`src/design/pmbus_bank_pkg.sv`:
```
// Constants shared by the command register bank.
package pmbus_bank_pkg;
   localparam logic [7:0] cmd_vout_low_warn = 8'h43;
   localparam logic [7:0] cmd_vout_low_fault = 8'h44;
   localparam logic [7:0] cmd_vout_low_action = 8'h45;
   localparam logic [7:0] cmd_iout_peak_fault = 8'h46;
   localparam logic [7:0] cmd_iout_peak_warn = 8'h4a;
   localparam logic [7:0] cmd_iout_valley_fault = 8'h4b;
   localparam logic [7:0] cmd_hot_fault = 8'h4f;
   localparam logic [7:0] cmd_hot_action = 8'h50;
   localparam logic [7:0] cmd_hot_warn = 8'h51;
   localparam logic [7:0] cmd_cold_warn = 8'h52;
   localparam logic [7:0] cmd_cold_fault = 8'h53;
   localparam logic [7:0] cmd_cold_action = 8'h54;
   localparam logic [7:0] cmd_vin_high_fault = 8'h55;
   localparam logic [7:0] cmd_vin_high_action = 8'h56;
   localparam logic [7:0] cmd_vin_high_warn = 8'h57;
   localparam logic [7:0] cmd_vin_low_warn = 8'h58;
   localparam logic [7:0] cmd_vin_low_fault = 8'h59;
   localparam logic [7:0] cmd_vin_low_action = 8'h5a;
   localparam logic [7:0] cmd_good_output = 8'h5e;
   localparam logic [7:0] cmd_turn_on_wait = 8'h60;
   localparam logic [7:0] cmd_turn_on_ramp = 8'h61;
   localparam logic [7:0] cmd_turn_off_wait = 8'h64;
   localparam logic [7:0] cmd_turn_off_ramp = 8'h65;
   localparam logic [7:0] cmd_status_low_byte = 8'h78;
   localparam logic [7:0] cmd_status_word = 8'h79;
   localparam logic [7:0] cmd_output_voltage_status = 8'h7a;
   localparam logic [7:0] cmd_output_current_status = 8'h7b;
   localparam logic [7:0] cmd_status_input = 8'h7c;
   localparam logic [7:0] cmd_status_thermal = 8'h7d;
   localparam logic [7:0] cmd_comm_memory_logic_status = 8'h7e;
   localparam logic [7:0] cmd_status_vendor = 8'h80;
   localparam logic [7:0] cmd_input_voltage_reading = 8'h88;
   localparam logic [7:0] cmd_input_current_reading = 8'h89;
   localparam logic [7:0] cmd_output_voltage_reading = 8'h8b;
   localparam logic [7:0] cmd_output_current_reading = 8'h8c;
   localparam logic [7:0] cmd_read_temp_int = 8'h8d;
   localparam logic [7:0] cmd_read_temp_ext = 8'h8e;
   localparam logic [7:0] cmd_read_duty = 8'h94;
   localparam logic [7:0] cmd_read_freq = 8'h95;
   localparam logic [7:0] cmd_output_power_reading = 8'h96;
   localparam logic [7:0] cmd_read_pin = 8'h97;
   localparam logic [7:0] cmd_protocol_revision = 8'h98;
   localparam logic [7:0] cmd_string_first = 8'h99;
   localparam logic [7:0] cmd_string_last = 8'h9e;
   localparam logic [7:0] rst_fault_action = 8'h80;
   localparam logic [15:0] rst_iout_peak_fault = 16'he2d0;
   localparam logic [15:0] rst_iout_peak_warn = 16'hdbc0;
   localparam logic [15:0] rst_iout_valley_fault = 16'he530;
   localparam logic [15:0] rst_hot_fault = 16'hebe8;
   localparam logic [15:0] rst_hot_warn = 16'heb70;
   localparam logic [15:0] rst_cold_warn = 16'hdc40;
   localparam logic [15:0] rst_cold_fault = 16'he530;
   localparam logic [15:0] rst_vin_high_fault = 16'hda00;
   localparam logic [15:0] rst_vin_high_warn = 16'hd3e0;
   localparam logic [15:0] rst_vin_low_warn = 16'hcb80;
   localparam logic [15:0] rst_vin_low_fault = 16'hcb40;
   localparam logic [15:0] rst_turn_on_wait = 16'h0000;
   localparam logic [15:0] rst_turn_on_ramp = 16'hca80;
   localparam logic [15:0] rst_turn_off_wait = 16'h0000;
   localparam logic [15:0] rst_turn_off_ramp = 16'hca80;
   localparam logic [7:0] protocol_revision_value = 8'h33;
   localparam int string_len = 16;
   localparam int string_count = 6;
endpackage

```
`src/design/pmbus_limit_status_command_bank.sv`:
```
// Command register bank of a digital power controller.
`timescale 1ns/1ps
module pmbus_limit_status_command_bank (
   input wire logic clk_i,
   input wire logic rst_b_i,
   input wire logic cmd_valid_i,
   input wire logic cmd_write_i,
   input wire logic [7:0] cmd_code_i,
   input wire logic [15:0] cmd_wdata_i,
   input wire logic [7:0] str_index_i,
   input wire logic [15:0] setpoint_strap_pin_i,
   input wire logic [15:0] status_word_i,
   input wire logic [7:0] output_voltage_status_i,
   input wire logic [7:0] output_current_status_i,
   input wire logic [7:0] status_input_i,
   input wire logic [7:0] status_thermal_i,
   input wire logic [7:0] comm_memory_logic_status_i,
   input wire logic [7:0] status_vendor_i,
   input wire logic [15:0] vin_meas_i,
   input wire logic [15:0] iin_meas_i,
   input wire logic [15:0] vout_meas_i,
   input wire logic [15:0] iout_meas_i,
   input wire logic [15:0] temp_int_meas_i,
   input wire logic [15:0] external_sense_pin_i,
   input wire logic [15:0] duty_meas_i,
   input wire logic [15:0] freq_meas_i,
   input wire logic [15:0] pout_calc_i,
   input wire logic [15:0] pin_calc_i,
   output logic rsp_valid_o,
   output logic rsp_ack_o,
   output logic [15:0] rsp_rdata_o,
   output logic [15:0] vout_low_warn_o,
   output logic [15:0] vout_low_fault_o,
   output logic [15:0] turn_on_wait_o,
   output logic [15:0] turn_on_ramp_o,
   output logic [15:0] turn_off_wait_o,
   output logic [15:0] turn_off_ramp_o
);
   import pmbus_bank_pkg::*;

   logic strap_s1, strap_s2;
   logic [15:0] strap_a, strap_b;
   logic strap_loaded;
   logic vout_low_warn_set, vout_low_fault_set;
   logic good_output_set;
   logic [15:0] vout_low_warn_reg, vout_low_fault_reg;
   logic [15:0] good_output;
   logic [7:0] vout_low_action, hot_action, cold_action;
   logic [7:0] vin_high_action, vin_low_action;
   logic [15:0] iout_peak_fault, iout_peak_warn, iout_valley_fault;
   logic [15:0] hot_fault, hot_warn, cold_warn, cold_fault;
   logic [15:0] vin_high_fault, vin_high_warn, vin_low_warn, vin_low_fault;
   logic [15:0] turn_on_wait, turn_on_ramp, turn_off_wait, turn_off_ramp;
   logic [7:0] strings [string_count][string_len];
   logic [7:0] string_length [string_count];
   logic wr, rd;
   logic [15:0] next_rdata;
   logic next_ack;
   logic [2:0] str_sel;

   // Scale an unsigned setpoint by a fraction in hundredths.
   function automatic logic [15:0] scale(input logic [15:0] v,
                                         input logic [7:0] pct);
      logic [23:0] p;
      p = 24'(v) * 24'(pct);
      return 16'(p / 24'd100);
   endfunction

   // True for the six host string commands.
   function automatic logic is_string_code(input logic [7:0] code);
      return code >= cmd_string_first && code <= cmd_string_last;
   endfunction

   assign wr = cmd_valid_i && cmd_write_i;
   assign rd = cmd_valid_i && !cmd_write_i;
   assign str_sel = 3'(cmd_code_i - cmd_string_first);

   // The strap is a pin and is synchronised before it is held.
   always_ff @(posedge clk_i or negedge rst_b_i) begin
      if (!rst_b_i) begin
         strap_a <= 16'h0000;
         strap_b <= 16'h0000;
         strap_s1 <= 1'b0;
         strap_s2 <= 1'b0;
      end else begin
         strap_a <= setpoint_strap_pin_i;
         strap_b <= strap_a;
         strap_s1 <= 1'b1;
         strap_s2 <= strap_s1;
      end
   end

   // The strap is caught once after release so a moving pin cannot shift
   // limits the host relies on.
   always_ff @(posedge clk_i or negedge rst_b_i) begin
      if (!rst_b_i) begin
         strap_loaded <= 1'b0;
         vout_low_warn_reg <= 16'h0000;
         vout_low_fault_reg <= 16'h0000;
         good_output <= 16'h0000;
         good_output_set <= 1'b0;
         vout_low_warn_set <= 1'b0;
         vout_low_fault_set <= 1'b0;
      end else begin
         if (strap_s2 && !strap_loaded) begin
            strap_loaded <= 1'b1;
            if (!vout_low_warn_set)
               vout_low_warn_reg <= scale(strap_b, 8'd90);
            if (!vout_low_fault_set)
               vout_low_fault_reg <= scale(strap_b, 8'd85);
            if (!good_output_set)
               good_output <= scale(strap_b, 8'd90);
         end
         if (wr && cmd_code_i == cmd_vout_low_warn) begin
            vout_low_warn_reg <= cmd_wdata_i;
            vout_low_warn_set <= 1'b1;
         end
         if (wr && cmd_code_i == cmd_vout_low_fault) begin
            vout_low_fault_reg <= cmd_wdata_i;
            vout_low_fault_set <= 1'b1;
         end
         if (wr && cmd_code_i == cmd_good_output) begin
            good_output <= cmd_wdata_i;
            good_output_set <= 1'b1;
         end
      end
   end

   // Fault actions take any byte; the action logic decides what a
   // reserved pattern means.
   always_ff @(posedge clk_i or negedge rst_b_i) begin
      if (!rst_b_i) begin
         vout_low_action <= rst_fault_action;
         hot_action <= rst_fault_action;
         cold_action <= rst_fault_action;
         vin_high_action <= rst_fault_action;
         vin_low_action <= rst_fault_action;
      end else if (wr) begin
         unique case (cmd_code_i)
            cmd_vout_low_action: vout_low_action <= cmd_wdata_i[7:0];
            cmd_hot_action: hot_action <= cmd_wdata_i[7:0];
            cmd_cold_action: cold_action <= cmd_wdata_i[7:0];
            cmd_vin_high_action: vin_high_action <= cmd_wdata_i[7:0];
            cmd_vin_low_action: vin_low_action <= cmd_wdata_i[7:0];
            default: ;
         endcase
      end
   end

   always_ff @(posedge clk_i or negedge rst_b_i) begin
      if (!rst_b_i) begin
         iout_peak_fault <= rst_iout_peak_fault;
         iout_peak_warn <= rst_iout_peak_warn;
         iout_valley_fault <= rst_iout_valley_fault;
      end else if (wr) begin
         unique case (cmd_code_i)
            cmd_iout_peak_fault: iout_peak_fault <= cmd_wdata_i;
            cmd_iout_peak_warn: iout_peak_warn <= cmd_wdata_i;
            cmd_iout_valley_fault: iout_valley_fault <= cmd_wdata_i;
            default: ;
         endcase
      end
   end

   always_ff @(posedge clk_i or negedge rst_b_i) begin
      if (!rst_b_i) begin
         hot_fault <= rst_hot_fault;
         hot_warn <= rst_hot_warn;
         cold_warn <= rst_cold_warn;
         cold_fault <= rst_cold_fault;
      end else if (wr) begin
         unique case (cmd_code_i)
            cmd_hot_fault: hot_fault <= cmd_wdata_i;
            cmd_hot_warn: hot_warn <= cmd_wdata_i;
            cmd_cold_warn: cold_warn <= cmd_wdata_i;
            cmd_cold_fault: cold_fault <= cmd_wdata_i;
            default: ;
         endcase
      end
   end

   always_ff @(posedge clk_i or negedge rst_b_i) begin
      if (!rst_b_i) begin
         vin_high_fault <= rst_vin_high_fault;
         vin_high_warn <= rst_vin_high_warn;
         vin_low_warn <= rst_vin_low_warn;
         vin_low_fault <= rst_vin_low_fault;
      end else if (wr) begin
         unique case (cmd_code_i)
            cmd_vin_high_fault: vin_high_fault <= cmd_wdata_i;
            cmd_vin_high_warn: vin_high_warn <= cmd_wdata_i;
            cmd_vin_low_warn: vin_low_warn <= cmd_wdata_i;
            cmd_vin_low_fault: vin_low_fault <= cmd_wdata_i;
            default: ;
         endcase
      end
   end

   always_ff @(posedge clk_i or negedge rst_b_i) begin
      if (!rst_b_i) begin
         turn_on_wait <= rst_turn_on_wait;
         turn_on_ramp <= rst_turn_on_ramp;
         turn_off_wait <= rst_turn_off_wait;
         turn_off_ramp <= rst_turn_off_ramp;
      end else if (wr) begin
         unique case (cmd_code_i)
            cmd_turn_on_wait: turn_on_wait <= cmd_wdata_i;
            cmd_turn_on_ramp: turn_on_ramp <= cmd_wdata_i;
            cmd_turn_off_wait: turn_off_wait <= cmd_wdata_i;
            cmd_turn_off_ramp: turn_off_ramp <= cmd_wdata_i;
            default: ;
         endcase
      end
   end

   // Strings are written one byte at a time; index zero starts a new string,
   // so a shorter rewrite never leaves old tail bytes readable.
   always_ff @(posedge clk_i or negedge rst_b_i) begin
      if (!rst_b_i) begin
         for (int i = 0; i < string_count; i++) begin
            string_length[i] <= 8'h00;
            for (int j = 0; j < string_len; j++)
               strings[i][j] <= 8'h00;
         end
      end else if (wr && is_string_code(cmd_code_i) &&
                   str_index_i < 8'(string_len)) begin
         strings[str_sel][str_index_i[3:0]] <= cmd_wdata_i[7:0];
         if (str_index_i == 8'h00)
            string_length[str_sel] <= 8'h01;
         else if (str_index_i >= string_length[str_sel])
            string_length[str_sel] <= str_index_i + 8'h01;
      end
   end

   always_comb begin
      next_rdata = 16'h0000;
      next_ack = 1'b1;
      unique case (cmd_code_i)
         cmd_vout_low_warn: next_rdata = vout_low_warn_reg;
         cmd_vout_low_fault: next_rdata = vout_low_fault_reg;
         cmd_vout_low_action: next_rdata = {8'h00, vout_low_action};
         cmd_iout_peak_fault: next_rdata = iout_peak_fault;
         cmd_iout_peak_warn: next_rdata = iout_peak_warn;
         cmd_iout_valley_fault: next_rdata = iout_valley_fault;
         cmd_hot_fault: next_rdata = hot_fault;
         cmd_hot_action: next_rdata = {8'h00, hot_action};
         cmd_hot_warn: next_rdata = hot_warn;
         cmd_cold_warn: next_rdata = cold_warn;
         cmd_cold_fault: next_rdata = cold_fault;
         cmd_cold_action: next_rdata = {8'h00, cold_action};
         cmd_vin_high_fault: next_rdata = vin_high_fault;
         cmd_vin_high_action: next_rdata = {8'h00, vin_high_action};
         cmd_vin_high_warn: next_rdata = vin_high_warn;
         cmd_vin_low_warn: next_rdata = vin_low_warn;
         cmd_vin_low_fault: next_rdata = vin_low_fault;
         cmd_vin_low_action: next_rdata = {8'h00, vin_low_action};
         cmd_good_output: next_rdata = good_output;
         cmd_turn_on_wait: next_rdata = turn_on_wait;
         cmd_turn_on_ramp: next_rdata = turn_on_ramp;
         cmd_turn_off_wait: next_rdata = turn_off_wait;
         cmd_turn_off_ramp: next_rdata = turn_off_ramp;
         cmd_status_low_byte: next_rdata = {8'h00, status_word_i[7:0]};
         cmd_status_word: next_rdata = status_word_i;
         cmd_output_voltage_status: next_rdata = {8'h00, output_voltage_status_i};
         cmd_output_current_status: next_rdata = {8'h00, output_current_status_i};
         cmd_status_input: next_rdata = {8'h00, status_input_i};
         cmd_status_thermal: next_rdata = {8'h00, status_thermal_i};
         cmd_comm_memory_logic_status: next_rdata = {8'h00, comm_memory_logic_status_i};
         cmd_status_vendor: next_rdata = {8'h00, status_vendor_i};
         cmd_input_voltage_reading: next_rdata = vin_meas_i;
         cmd_input_current_reading: next_rdata = iin_meas_i;
         cmd_output_voltage_reading: next_rdata = vout_meas_i;
         cmd_output_current_reading: next_rdata = iout_meas_i;
         cmd_read_temp_int: next_rdata = temp_int_meas_i;
         cmd_read_temp_ext: next_rdata = external_sense_pin_i;
         cmd_read_duty: next_rdata = duty_meas_i;
         cmd_read_freq: next_rdata = freq_meas_i;
         cmd_output_power_reading: next_rdata = pout_calc_i;
         cmd_read_pin: next_rdata = pin_calc_i;
         cmd_protocol_revision:
            next_rdata = {8'h00, protocol_revision_value};
         default: begin
            if (is_string_code(cmd_code_i)) begin
               if (str_index_i == 8'hff)
                  next_rdata = {8'h00, string_length[str_sel]};
               else if (str_index_i < string_length[str_sel])
                  next_rdata = {8'h00, strings[str_sel][str_index_i[3:0]]};
            end else begin
               next_ack = 1'b0;
            end
         end
      endcase
      // Writes to read-only codes are refused, not silently dropped.
      if (cmd_write_i && cmd_code_i >= cmd_status_low_byte &&
          cmd_code_i <= cmd_protocol_revision)
         next_ack = 1'b0;
   end

   always_ff @(posedge clk_i or negedge rst_b_i) begin
      if (!rst_b_i) begin
         rsp_valid_o <= 1'b0;
         rsp_ack_o <= 1'b0;
         rsp_rdata_o <= 16'h0000;
      end else begin
         rsp_valid_o <= cmd_valid_i;
         rsp_ack_o <= cmd_valid_i && next_ack;
         rsp_rdata_o <= rd ? next_rdata : 16'h0000;
      end
   end

   always_ff @(posedge clk_i or negedge rst_b_i) begin
      if (!rst_b_i) begin
         vout_low_warn_o <= 16'h0000;
         vout_low_fault_o <= 16'h0000;
         turn_on_wait_o <= rst_turn_on_wait;
         turn_on_ramp_o <= rst_turn_on_ramp;
         turn_off_wait_o <= rst_turn_off_wait;
         turn_off_ramp_o <= rst_turn_off_ramp;
      end else begin
         vout_low_warn_o <= vout_low_warn_reg;
         vout_low_fault_o <= vout_low_fault_reg;
         turn_on_wait_o <= turn_on_wait;
         turn_on_ramp_o <= turn_on_ramp;
         turn_off_wait_o <= turn_off_wait;
         turn_off_ramp_o <= turn_off_ramp;
      end
   end
endmodule

```
`config.mk`:
```
export PLATFORM = sky130hd
export DESIGN_NAME = pmbus_limit_status_command_bank
export DESIGN_NICKNAME = d
export VERILOG_FILES = /design/src/design/pmbus_bank_pkg.sv /design/src/design/pmbus_limit_status_command_bank.sv
export SDC_FILE = /design/constraint.sdc
export NUM_CORES = 2
export LEC_CHECK = 0
export ABC_CLOCK_PERIOD_IN_PS = 28000
export BUFFER_PORTS_ARGS = -buffer_cell sky130_fd_sc_hd__buf_4
export CORE_MARGIN = 2
export CORE_UTILIZATION = 38
export DETAILED_ROUTE_END_ITERATION = 6
export GPL_ROUTABILITY_DRIVEN = 1
export HOLD_SLACK_MARGIN = 0.15
export SETUP_SLACK_MARGIN = 0.05
export SLEW_MARGIN = 30
export SYNTH_ARGS = -nofsm -noshare
export SYNTH_HDL_FRONTEND = slang
export SYNTH_SLANG_ARGS = --single-unit
```
`constraint.sdc`:
```
create_clock -name clk_i -period 28 [get_ports clk_i]
set_input_delay 2.8 -clock clk_i [delete_from_list [all_inputs] [get_ports clk_i]]
set_output_delay 2.8 -clock clk_i [all_outputs]
set_load 0.02 [all_outputs]
```
==> results.ini <==
[run_status]
run_status=finished with violations
violations=design-rule violations

[logic_synthesis]
synth-seq-area-share_pct=46.6
synthDistinctLibCells=144
synth_cells=6144
synthArstFlopShare_pct=100
synth_area_um2=69900
synthTopCellsByArea=dfrtp_1, mux2_2, dfstp_2
synthesis.nets=6566
yosys_warnings=0
avgSynthCellArea_um2=11.4
ys_ff_latch=1296
ys.flop_type=dfrtp_1
synth_area_leader_cell=dfrtp_1
synth_edf_count=0
synth_top_area_share_pct=42.6

[placed_design]
gp_congestion=0.921
post-dp-hpwl_um=164000
portBuffers=389
place_area_um2=75400
dp_slack_ns=12.87

[route]
routed_wl_um=243000
drcViolationCount=3
ant_nets=0
avgViaCountPerCell=6.00
vias=53852
wl_per_cell_um=27.1
drt-initial-drc-count=4823
drt_first_pass_iters=7

[layout]
finalCoreUtilization_pct=44.0
largest_register_ffs=768
layout_commonest_cell=dfrtp_1
reg_top3=strings x768, string_length x48
max_flop_register=strings
fin_area_um2=80500
final_cell_mix=dfrtp_1, mux2_2, buf_4
drive_gt1_share_pct=34.6
layout.nets=6801
syn2layout_area_growth_pct=15.1

[clock_network]
cts_root_buffer=clkbuf_16
cts_setup_buffers=0
cts_resized=0
clock-sinks=1296
cts_made_buffers=147
hold_buffers=0
htreeDepth=4
insertion_delay_ns=0.82
path_clk_slew_ns=0.06
clockBufferDepth=3
tritoncts=built

[die]
rows=157
core-area_um2=183000
initial_core_util_pct=38.2
ioPinCount=390
die_x_um=433
die-area_um2=188000
die_y_um=433

[global_routing]
grt_overflow=0
grt_use_total_pct=25.5
grt_pass1_wl_um=361000
grt_pass1_vias=53726
grt_max_degree=170
grt_antenna_before_repair=21

[timing]
fin_crit_sh_pct=54.9
tightest_slew_ns=1.10
fin_ws_ns=12.62
fin_crit_ns=15.38
setup_tns_ns=0
rsz0062_at_grt=no
fin_skew_ns=0.0418
setup_viol=0
max_freq_mhz=65.0
final_hold_viol_count=0
slew_headroom_pct=26.6
drv_slew=0

[worst_setup_path]
startpoint_type=flop
cp_max_fo=17
slowest_delay_ns=0.67
path_class=reg2reg
r2r_cells=48
cp_common_cell=ha_1
critPathSlowestCell=nor2_1
required_ns=28.66
cp-end-kind=flop
cp.arrival_ns=16.03

[min_path]
min_path_cells=0
hold_path_class=reg2reg

[run]
drv_cap=0

-- critical path: cells and delay by family (launching register included) --
family / cells / cell delay [ns]
compound gates: 24 / 6.68
simple gates: 10 / 3.45
fa+ha+maj: 7 / 2.48
mux: 3 / 1.30
xor+xnor: 2 / 0.68
flops: 1 / 0.45
buf+inv: 2 / 0.15
-- per-stage QoR --
stage	hold slack, ns	std cells
after floorplan	0.331	6144
after global placement	0.333	8693
after detailed placement	0.336	8693
after CTS	0.349	8957
after global routing	0.358	8970
final	0.347	8973
-- per-layer routing --
metal,GRT usage [%],part of all wire (%),vias to the layer above
li1,-,-,23496
met1,32.8,41,27613
met2,40.8,47,2159
met3,4.33,6.3,580
met4,14.0,6.0,4
met5,0,0.0086,-
-- cell type report --
cell class,count,area [um2]
Fill cell,17157,103000
Multi-Input combinational cell,4294,35400
Sequential cell,1296,32600
Clock buffer,216,4290
Timing Repair Buffer,507,3920
Tap cell,2464,3080
Clock inverter,48,688
Inverter,133,502
Antenna cell,15,37.5
-- Yosys cell counts, types with 13 or more instances --
cell type  count
nand4_1       59
nand2b_1      26
mux4_2        38
mux2i_1      144
nor4_1        24
o311ai_0      13
or3_1         31
and3_1        27
nor2_1       301
o21a_1        24
and2_1        67
or2_2         15
fa_1          45
xnor2_1       71
a221oi_1      65
buf_1         48
a31oi_1       38
o2111ai_1     14
a22oi_1      148
ha_1         101
o21ai_1       28
o221ai_1      50
xor2_1        29
nand3_1      101
a22o_1        61
a21oi_1      261
o31ai_1       32
dfstp_2      104
clkbuf_1     345
nor3_1       108
nand2_1      317
dfrtp_1     1192
o22ai_1      126
buf_2         22
o211ai_1      67
o21ai_0      270
mux2_2      1176
a211oi_1      37
nor2b_1       20
a21o_1        45
inv_1        131
-- cell families after synthesis --
family | count (synthesis) | share of synthesized area [%]
simple gates | 1160 | 8.05
buf+inv | 554 | 3.06
xor+xnor | 108 | 1.45
mux | 1364 | 22.3
fa+ha+maj | 154 | 3.22
other cells | 1 | 0.00536
flops | 1296 | 46.6
compound gates | 1507 | 15.3
-- worst paths after layout --
kind / startpoint / end / slack (ns)
max: strap_b[1] / vout_low_fault_reg[0] / 12.62
min: strap_a[12] / strap_b[12] / 0.35
max reg2reg: strap_b[1] / vout_low_fault_reg[0] / 12.62
min reg2reg: strap_a[12] / strap_b[12] / 0.35
max in group asynchronous: rst_b_i / iout_peak_warn[13] / 23.18
min in group asynchronous: rst_b_i / strap_a[1] / 1.95
Power is left out: the tool's default activity adds up to more than one toggle a clock period on the data nets, which glitch-free logic cannot reach.
